`config.mk`:
```
export PLATFORM = sky130hd
export DESIGN_NAME = tpc_core
export DESIGN_NICKNAME = d
export VERILOG_FILES = /design/src/hw/tpc_pkg.sv /design/src/hw/tpc_core.sv
export VERILOG_INCLUDE_DIRS = /design/src /design/src/hw
export SDC_FILE = /design/constraint.sdc
export NUM_CORES = 1
export LEC_CHECK = 0
export BUFFER_PORTS_ARGS = -buffer_cell sky130_fd_sc_hd__buf_4
export CAP_MARGIN = 20
export CORE_MARGIN = 2
export CORE_UTILIZATION = 26
export CTS_BUF_LIST = sky130_fd_sc_hd__clkbuf_8
export DETAILED_ROUTE_END_ITERATION = 10
export PLACE_DENSITY = 0.54
export SYNTH_ARGS = -nofsm -noshare
export SYNTH_HDL_FRONTEND = slang
export SYNTH_SLANG_ARGS = --single-unit
```
`constraint.sdc`:
```
create_clock -name clock -period 7.91 [get_ports clock]
set_input_delay 1.1865 -clock clock [delete_from_list [all_inputs] [get_ports clock]]
set_output_delay 1.1865 -clock clock [all_outputs]
set_load 0.03 [all_outputs]
```
`src/hw/tpc_defs.svh`:
```
// Offsets, field positions, reset values and count limits of the timer core
`ifndef TPC_DEFS_SVH
`define TPC_DEFS_SVH
`define TPC_OFF_SC 12'h000
`define TPC_OFF_CNT 12'h004
`define TPC_OFF_MOD 12'h008
`define TPC_OFF_CVH 12'h00C
`define TPC_OFF_CVL 12'h010
`define TPC_OFF_CSC 12'h014
`define TPC_OFF_CV 12'h018
`define TPC_OFF_MODE 12'h01C
`define TPC_BIT_WRAP 7
`define TPC_BIT_WIE 6
`define TPC_BIT_CAS 5
`define TPC_SC_RESET 8'h00
`define TPC_MOD_RESET 16'h0000
`define TPC_CNT_TOP 16'hFFFF
`define TPC_CNT_ZERO 16'h0000
`endif

```
`src/hw/tpc_pkg.sv`:
```
// Types of the timer counter core
package tpc_pkg;
  typedef enum logic [1:0] {
    TPC_SRC_OFF,
    TPC_SRC_BUS,
    TPC_SRC_FIXED,
    TPC_SRC_EXT
  } tpc_src_t;
  typedef struct packed {
    logic wrap_flag;
    logic wrap_irq_enable;
    logic center_align_select;
    logic [1:0] clock_source_select;
    logic [2:0] prescale_select;
  } tpc_sc_t;
  typedef struct packed {
    tpc_sc_t sc;
    logic clr_armed;
    logic [15:0] main_counter;
    logic [15:0] modulo_value;
    logic count_down;
    logic [6:0] presc;
    logic [2:0] fix_sync;
    logic [2:0] ext_sync;
    logic [7:0] buf_high;
    logic [7:0] buf_low;
    logic got_high;
    logic got_low;
    logic [15:0] chan_value;
    logic [7:0] chan_sc;
    logic [31:0] prdata;
    logic pready;
    logic irq;
  } tpc_state_t;
endpackage

```
`src/hw/tpc_core.sv`:
```
// Timer counter core: clocking, prescaler, 16-bit counter, APB registers
//
// Design decisions made here: register access over APB and the address map.
`timescale 1ns/1ps
`default_nettype none
`include "tpc_defs.svh"
// Behaviour
// - Up mode: flag set on wrap to zero
// - Center mode: flag set stepping down from modulo
// - Flag clears by status read then write zero
// - New wrap during clear sequence restarts it
// - Writing one ignored; reset clears flag
// - Interrupt when flag and enable set
// - Center select gives up/down, center channels
// - Select clear: up only, channels own modes
// - Two-bit field disables or selects source
// - External and fixed clocks synchronised first
// - Eight-way prescaler after source selection
// - Reset selects no source; 01 bus clock
// - Both value bytes written, then moved together
// - Channel control write resets byte buffer
// - Debug mode holds counting
// - Wait runs; stop freezes until clocks return
// - Up count zero to terminal, then zero
module tpc_core
  import tpc_pkg::*;
(
  input wire logic clock,
  input wire logic rst_n,
  input wire logic psel,
  input wire logic penable,
  input wire logic pwrite,
  input wire logic [11:0] paddr,
  input wire logic [31:0] pwdata,
  output logic [31:0] prdata,
  output logic pready,
  output logic pslverr,
  input wire logic fixed_rate_clock,
  input wire logic ext_clock_in,
  input wire logic debug_active,
  input wire logic stop_mode,
  output logic wrap_irq,
  output logic center_aligned_pwm,
  output logic [1:0] channel_mode_select,
  output logic [15:0] main_counter,
  output logic [15:0] channel_value
);
  tpc_state_t st_ff;
  tpc_state_t nxt_st;
  logic acc;
  logic wr;
  logic rd;
  logic tick_src;
  logic tick;
  logic [15:0] term;
  logic fix_rise;
  logic ext_rise;
  logic [7:0] sc_rd;
  logic wrap_evt;
  logic [7:0] ps_mask;

  assign acc = psel && penable;
  assign wr = acc && pwrite;
  assign rd = acc && !pwrite;
  assign sc_rd = {st_ff.sc.wrap_flag, st_ff.sc.wrap_irq_enable,
                  st_ff.sc.center_align_select,
                  st_ff.sc.clock_source_select, st_ff.sc.prescale_select};
  // Bit 0 of each sync chain feeds only bit 1
  assign fix_rise = st_ff.fix_sync[1] && !st_ff.fix_sync[2];
  assign ext_rise = st_ff.ext_sync[1] && !st_ff.ext_sync[2];
  assign term = (st_ff.modulo_value == `TPC_MOD_RESET) ?
                `TPC_CNT_TOP : st_ff.modulo_value;
  assign ps_mask = 8'h01 << st_ff.sc.prescale_select;

  always_comb
  begin
    nxt_st = st_ff;
    nxt_st.fix_sync = {st_ff.fix_sync[1:0], fixed_rate_clock};
    nxt_st.ext_sync = {st_ff.ext_sync[1:0], ext_clock_in};
    // External edge seen reliably only below a quarter bus rate
    case (tpc_src_t'(st_ff.sc.clock_source_select))
      TPC_SRC_OFF: tick_src = 1'b0;
      TPC_SRC_BUS: tick_src = 1'b1;
      TPC_SRC_FIXED: tick_src = fix_rise;
      TPC_SRC_EXT: tick_src = ext_rise;
      default: tick_src = 1'b0;
    endcase
    // Stop is modelled by gating the count source only; wait mode needs nothing
    if (debug_active || stop_mode)
    begin
      tick_src = 1'b0;
    end
    tick = 1'b0;
    if (tick_src)
    begin
      nxt_st.presc = st_ff.presc + 7'h01;
      if ((({1'b0, st_ff.presc} + 8'h01) & (ps_mask - 8'h01)) == 8'h00)
      begin
        tick = 1'b1;
        nxt_st.presc = 7'h00;
      end
    end
    wrap_evt = 1'b0;
    if (tick)
    begin
      if (st_ff.sc.center_align_select)
      begin
        if (!st_ff.count_down)
        begin
          if (st_ff.main_counter >= term)
          begin
            nxt_st.count_down = 1'b1;
            nxt_st.main_counter = st_ff.main_counter - 16'h0001;
            wrap_evt = 1'b1;
          end
          else
          begin
            nxt_st.main_counter = st_ff.main_counter + 16'h0001;
          end
        end
        else if (st_ff.main_counter == `TPC_CNT_ZERO)
        begin
          nxt_st.count_down = 1'b0;
          nxt_st.main_counter = st_ff.main_counter + 16'h0001;
        end
        else
        begin
          nxt_st.main_counter = st_ff.main_counter - 16'h0001;
        end
      end
      else
      begin
        nxt_st.count_down = 1'b0;
        if (st_ff.main_counter >= term)
        begin
          nxt_st.main_counter = `TPC_CNT_ZERO;
          wrap_evt = 1'b1;
        end
        else
        begin
          nxt_st.main_counter = st_ff.main_counter + 16'h0001;
        end
      end
    end
    nxt_st.pready = psel && !penable;
    nxt_st.prdata = 32'h0000_0000;
    if (psel && !penable && !pwrite)
    begin
      case (paddr)
        `TPC_OFF_SC: nxt_st.prdata = {24'h00_0000, sc_rd};
        `TPC_OFF_CNT: nxt_st.prdata = {16'h0000, st_ff.main_counter};
        `TPC_OFF_MOD: nxt_st.prdata = {16'h0000, st_ff.modulo_value};
        `TPC_OFF_CVH: nxt_st.prdata = {24'h00_0000, st_ff.chan_value[15:8]};
        `TPC_OFF_CVL: nxt_st.prdata = {24'h00_0000, st_ff.chan_value[7:0]};
        `TPC_OFF_CSC: nxt_st.prdata = {24'h00_0000, st_ff.chan_sc};
        `TPC_OFF_CV: nxt_st.prdata = {16'h0000, st_ff.chan_value};
        default: nxt_st.prdata = 32'h0000_0000;
      endcase
    end
    if (rd && pready && paddr == `TPC_OFF_SC && st_ff.sc.wrap_flag)
    begin
      nxt_st.clr_armed = 1'b1;
    end
    if (wr && pready)
    begin
      case (paddr)
        `TPC_OFF_SC:
        begin
          nxt_st.sc.wrap_irq_enable = pwdata[`TPC_BIT_WIE];
          nxt_st.sc.center_align_select = pwdata[`TPC_BIT_CAS];
          nxt_st.sc.clock_source_select = pwdata[4:3];
          nxt_st.sc.prescale_select = pwdata[2:0];
          // Writing one leaves the flag alone
          if (st_ff.clr_armed && !pwdata[`TPC_BIT_WRAP])
          begin
            nxt_st.sc.wrap_flag = 1'b0;
          end
          nxt_st.clr_armed = 1'b0;
        end
        `TPC_OFF_CNT:
        begin
          nxt_st.main_counter = `TPC_CNT_ZERO;
          nxt_st.presc = 7'h00;
          nxt_st.count_down = 1'b0;
        end
        `TPC_OFF_MOD: nxt_st.modulo_value = pwdata[15:0];
        `TPC_OFF_CVH:
        begin
          nxt_st.buf_high = pwdata[7:0];
          nxt_st.got_high = 1'b1;
        end
        `TPC_OFF_CVL:
        begin
          nxt_st.buf_low = pwdata[7:0];
          nxt_st.got_low = 1'b1;
        end
        `TPC_OFF_CSC:
        begin
          nxt_st.chan_sc = pwdata[7:0];
          nxt_st.got_high = 1'b0;
          nxt_st.got_low = 1'b0;
        end
        default: nxt_st.chan_sc = st_ff.chan_sc;
      endcase
    end
    if (nxt_st.got_high && nxt_st.got_low)
    begin
      nxt_st.chan_value = {nxt_st.buf_high, nxt_st.buf_low};
      nxt_st.got_high = 1'b0;
      nxt_st.got_low = 1'b0;
    end
    if (wrap_evt) // Set wins over clear
    begin
      nxt_st.sc.wrap_flag = 1'b1;
      nxt_st.clr_armed = 1'b0;
    end
    nxt_st.irq = nxt_st.sc.wrap_flag && nxt_st.sc.wrap_irq_enable;
  end

  always_ff @(posedge clock)
  begin
    if (!rst_n)
    begin
      st_ff <= '0;
    end
    else
    begin
      st_ff <= nxt_st;
    end
  end

  assign prdata = st_ff.prdata;
  assign pready = st_ff.pready;
  assign pslverr = 1'b0;
  assign wrap_irq = st_ff.irq;
  assign center_aligned_pwm = st_ff.sc.center_align_select;
  assign channel_mode_select = st_ff.chan_sc[3:2];
  assign main_counter = st_ff.main_counter;
  assign channel_value = st_ff.chan_value;
endmodule // tpc_core
`default_nettype wire

```
* Word level (Yosys, flattened, before mapping)
Index checks and enable logic that the tools add are counted.
Word-level totals: bits in registers 131, latch bits 0, RAM bits 0, ROM bits 0, bits of input ports 53, output and inout bits 70, word-level logic and storage cells 105, memories kept 0
Operators by class: add/subtract/negate cells 5, multiply operators 0, divide/modulo/power cells 0, order comparisons 1, eq/ne operators 9, shift-type cells 1, mux-type cells 35, bitwise operators 2, reductions and logical operators 31
Operator list (count):
- 2-to-1 mux 16 bit | 9
- case mux 16 bit (7 select lines) | 1
- 2-to-1 mux 49 bit | 1
- == test 12 x 5 -> 1 bit (second input constant) | 3
- zero test 16 bit | 2
- == test 12 x 4 -> 1 bit (second input constant) | 2
- 2-to-1 mux 8 bit | 3
- 2-to-1 mux 18 bit | 1
- adder 16 x 1 -> 16 bit (second input constant) | 1
- >= comparator 16 bit | 1
- subtractor 16 x 1 -> 16 bit (second input constant) | 1
- logical AND 1 bit | 14
- 2-to-1 mux 1 bit | 14
- 2-to-1 mux 7 bit | 2
- == test 12 x 3 -> 1 bit (second input constant) | 1
- zero test 12 bit | 1
- 2-to-1 mux 9 bit | 1
- adder 7 x 1 -> 8 bit (second input constant) | 1
- bitwise AND 8 bit | 1
- zero test 8 bit | 1
- AND reduction 2 bit | 4
- << shifter 1 x 3 -> 8 bit (first input constant) | 1
- subtractor 8 x 1 -> 8 bit (second input constant) | 1
- adder 7 x 1 -> 7 bit (second input constant) | 1
- other kinds (9) | 16

* Depth between registers and ports, before layout
depth in word-level cells 11, depth in mapped cells 15

* Worst setup path after synthesis
OpenSTA, ideal clock, no wires.
path type flip-flop to flip-flop, from register st_ff[93] (netlist name), to register st_ff, in the netlist main_counter[2], library setup time 91 ps, arrival time 3316 ps, data required time 7819 ps, path slack 4503 ps, cell stages (with the launch flop) 15, clock period less this slack 3407 ps, cell sequence dfxtp_1 > nor4_1 > and4_1 > clkbuf_1 > clkbuf_1 > nor2_1 > ha_1 > nand4_2 > or3_1 > o311a_1 > a21oi_2 > nand2_2 > buf_6 > o22a_1 > a311oi_1
Between the ends: word-level cells in the longest chain between the ends 9, elaborated cells between the ends (all ways) 10, those cells by class 1 x order compare; 8 x mux; 1 x reduce/logical
RTL lines:
- from (decl) | line tpc_core.sv:48 | tpc_state_t st_ff;
- from (signal assigned) | line tpc_core.sv:228 | st_ff <= nxt_st;
- zero test 16 bit (no line)
- 2-to-1 mux 16 bit * | line tpc_core.sv:71 | assign term = (st_ff.modulo_value == `TPC_MOD_RESET) ?
- >= comparator 16 bit * | line tpc_core.sv:110, tpc_core.sv:134
- 2-to-1 mux 16 bit | line tpc_core.sv:110 | if (st_ff.main_counter >= term)
- 2-to-1 mux 16 bit | line tpc_core.sv:108 | if (!st_ff.count_down)
- 2-to-1 mux 16 bit * | line tpc_core.sv:106 | if (st_ff.sc.center_align_select)
- 2-to-1 mux 16 bit * | line tpc_core.sv:104 | if (tick)
- 2-to-1 mux 16 bit | line tpc_core.sv:166 | case (paddr)
- 2-to-1 mux 49 bit * | line tpc_core.sv:164 | if (wr && pready)
Every way passes the cells marked *; elsewhere a longest branch is shown, timed or not. A chain may end at the register's enable or synchronous reset.

* Worst setup path in the final report
from register st_ff[90] (netlist name), to register st_ff, in the netlist main_counter[11]
The elaborated chain is that of the path after synthesis.

==> flow_summary_export.csv <==
group,metric,value,unit
outcome,status,"complete, no violations",
timing,min_period_over_period,51.3,%
yosys,ys_seq_area_share,35.6,%
timing,fmax,247,MHz
timing,drv_slew,0,
setup_path,end_kind,"register",
yosys,synth_top_area_share,35.6,%
final_layout,nets,856,
routing,maxUsedRoutingLayer,"met4",
final_layout,utilization,30.3,%
routing,drt_iter0_markers,484,
placement,hpwl,13.4,mm
placement,portBuffers,89,
global_route,grt_util_all_layers,14.2,%
clock_tree,insertion_delay,0.45,ns
yosys,ys_types,76,
timing,fin_crit,4.06,ns
routing,ant_nets,0,
routing,met2WireLength,8.60,mm
yosys,synth-seq-cells,115,
global_route,grt_pass1_wl,29.1,mm
routing,drtPass1Iterations,6,
clock_tree,clockBufferDepth,2,
worst_hold_path,hp-class,"register to register",
clock_tree,numCtsBuffers,17,
yosys,synthArstFlopShare,0,%
placement,gp_congestion,0.791,
global_route,grt_pass1_vias,5175,
yosys,post-synth-top-count-cell,"dfxtp_1",
run,maxCapViolCount,0,
final_layout,syn_to_final_growth,14.3,%
setup_path,crit_fanout,16,
global_route,grt_max_degree,59,
floorplan,ioPinCount,123,
timing,tightest_slew,0.897,ns
power_and_ir_drop,p_per_area,166,nW/um^2
floorplan,core,24400,sq um
routing,drc_errors,0,
floorplan,chipHeight,162,um
clock_tree,htreeDepth,4,
power_and_ir_drop,power_leakage,0.00294,uW
routing,drt_wl_total,18.4,mm
yosys,synth_enable_flop_cells,0,
routing,vias_per_cell,4.89,
clock_tree,clock_sinks,115,
floorplan,die_area,26200,sq um
yosys,syn_inst,762,
final_layout,layout.cells.non_filler,1118,
setup_path,critPathRequiredTime,8.27,ns
clock_tree,cts_tree,"yes",
global_route,grt.overflow.total,0,
floorplan,initial_utilization,26.5,%
yosys,ys.flop_type,"dfxtp_1",
routing,routedWlPerCell,16.5,um
clock_tree,postCtsResizedCells,0,
floorplan,rows,57,
yosys,synth.avg_cell_area,8.50,sq um
yosys,synth_area_leaders,"dfxtp_1 (36%), buf_4 (8.0%), nand2_1 (5.5%)",
yosys,synth_commonest_cells,"dfxtp_1 (115), nand2_1 (95), buf_4 (69)",
clock_tree,cts-root-buf,"clkbuf_8",
routing,wl_met1,8.58,mm
setup_path,arrival,4.42,ns
yosys,netlist_area,6470,sq um
timing,max_slew_margin,40.2,%
setup_path,crit_type,"register to register",
clock_tree,cts_setup_buffers,0,
floorplan,die_x,162,um
setup_path,cp-start-kind,"register",
yosys,synth_top_area_cell,"dfxtp_1",
clock_tree,clk_pin_slew,0.08,ns
yosys,synth_warnings,0,
final_layout,n_antenna_cell,0,
placement,dp.cells,1087,
timing,clock_skew,0.0142,ns
timing,setup_viol,0,
clock_tree,hold_buffers,0,
timing,tns,0,ns
power_and_ir_drop,peakVddDrop,115,uV
timing,hold_viol,0,
routing,num_vias,5464,
routing,wl_met3,995,um
timing,rsz0062_at_grt,"no",
final_layout,drive_gt1_share,20.0,%
global_route,antenna_found_initial,0,
[registers in the layout (all words and copies together), names as in the netlist]
name / cells
center_aligned_pwm: 1
channel_mode_select: 2
channel_value: 16
main_counter: 16
nxt_st: 4
prdata: 16
pready: 1
sc_rd: 7
st_ff: 51
wrap_irq: 1
[final timing paths]
check	start	to	slack, ns	cells after the start
max	st_ff[90]	main_counter[11]	3.85	12
max reg2reg	st_ff[90]	main_counter[11]	3.85	12
min	nxt_st[77]	nxt_st[78]	0.44	1
min reg2reg	nxt_st[77]	nxt_st[78]	0.44	1
[final cells by class]
cell class / count / area (sq um)
multi-input combinational: 539 / 3480
inverter: 12 / 45.0
timing repair buffer: 98 / 736
tap: 324 / 405
clock buffer: 18 / 248
clock inverter: 12 / 183
fill: 2652 / 17000
sequential: 115 / 2300
[cells in the final DEF (no fill, tap or decap), types with 4 or more instances in the layout]
| cell type | instances |
|---|---|
| nand2_1 | 95 |
| nand3_1 | 25 |
| a21oi_1 | 21 |
| o22ai_1 | 5 |
| xor2_1 | 8 |
| and2_1 | 11 |
| nand4_1 | 5 |
| o22a_1 | 17 |
| a222oi_1 | 8 |
| dfxtp_1 | 115 |
| a21boi_0 | 31 |
| buf_4 | 98 |
| nor3b_1 | 4 |
| a31oi_1 | 14 |
| nor2b_1 | 23 |
| xnor2_1 | 7 |
| ha_1 | 20 |
| nor2_1 | 64 |
| nand2b_1 | 4 |
| mux2i_1 | 18 |
| nor4_1 | 5 |
| nor3_1 | 16 |
| or2_2 | 4 |
| bufinv_16 | 4 |
| o21ai_0 | 17 |
| conb_1 | 17 |
| clkbuf_8 | 18 |
| a22oi_1 | 26 |
| inv_1 | 12 |
[metrics by stage]
stage / total power (uW) / area, sq um / worst slack, ns / hold slack [ns]
after CTS: 1240 / 7390 / 3.83 / 0.441
after global placement: 643 / 6960 / 3.81 / 0.417
after global routing: 1270 / 7400 / 3.46 / 0.457
after floorplan: 626 / 6540 / 4.50 / 0.412
final: 1230 / 7400 / 3.85 / 0.435
after detailed placement: 643 / 6960 / 3.85 / 0.423
[power breakdown]
part | internal [uW] | switching, uW | leakage, uW
Combinational | 18.4 | 30.7 | 0.00180
Sequential | 580 | 0.446 | 0.000927
Clock | 349 | 252 | 0.000207
Total | 948 | 283 | 0.00294
[critical path, cell delays in order, from the launching register on]
cell and delay (ns):
dfxtp_1 0.34, nor4_1 0.44, and4_1 0.61, or2_2 0.20, ha_1 0.21, nand2b_1 0.15, a2111oi_2 0.47, o31ai_1 0.17
nor3b_2 0.58, nor2_2 0.25, o22ai_1 0.22, a21oi_1 0.09, a311oi_1 0.23
[layer usage]
layer  vias up  GRT usage [%]
li1       2680              -
met4         0           3.62
met2       186           22.6
met1      2585           19.4
met3        13           3.09
met5         -              0
[logic make-up after synthesis]
logic type | after synthesis | synth area share [%]
multiplexers | 19 | 2.96
flip-flops | 115 | 35.6
XOR/XNOR | 15 | 2.03
buffers and inverters | 124 | 11.9
AND/OR/NAND/NOR | 290 | 23.0
AO/OA/AOI/OAI | 178 | 20.6
adder cells (fa/ha/maj) | 20 | 3.86
other | 1 | 0.0579
No activity file was read; power rests on OpenSTA's default activity.
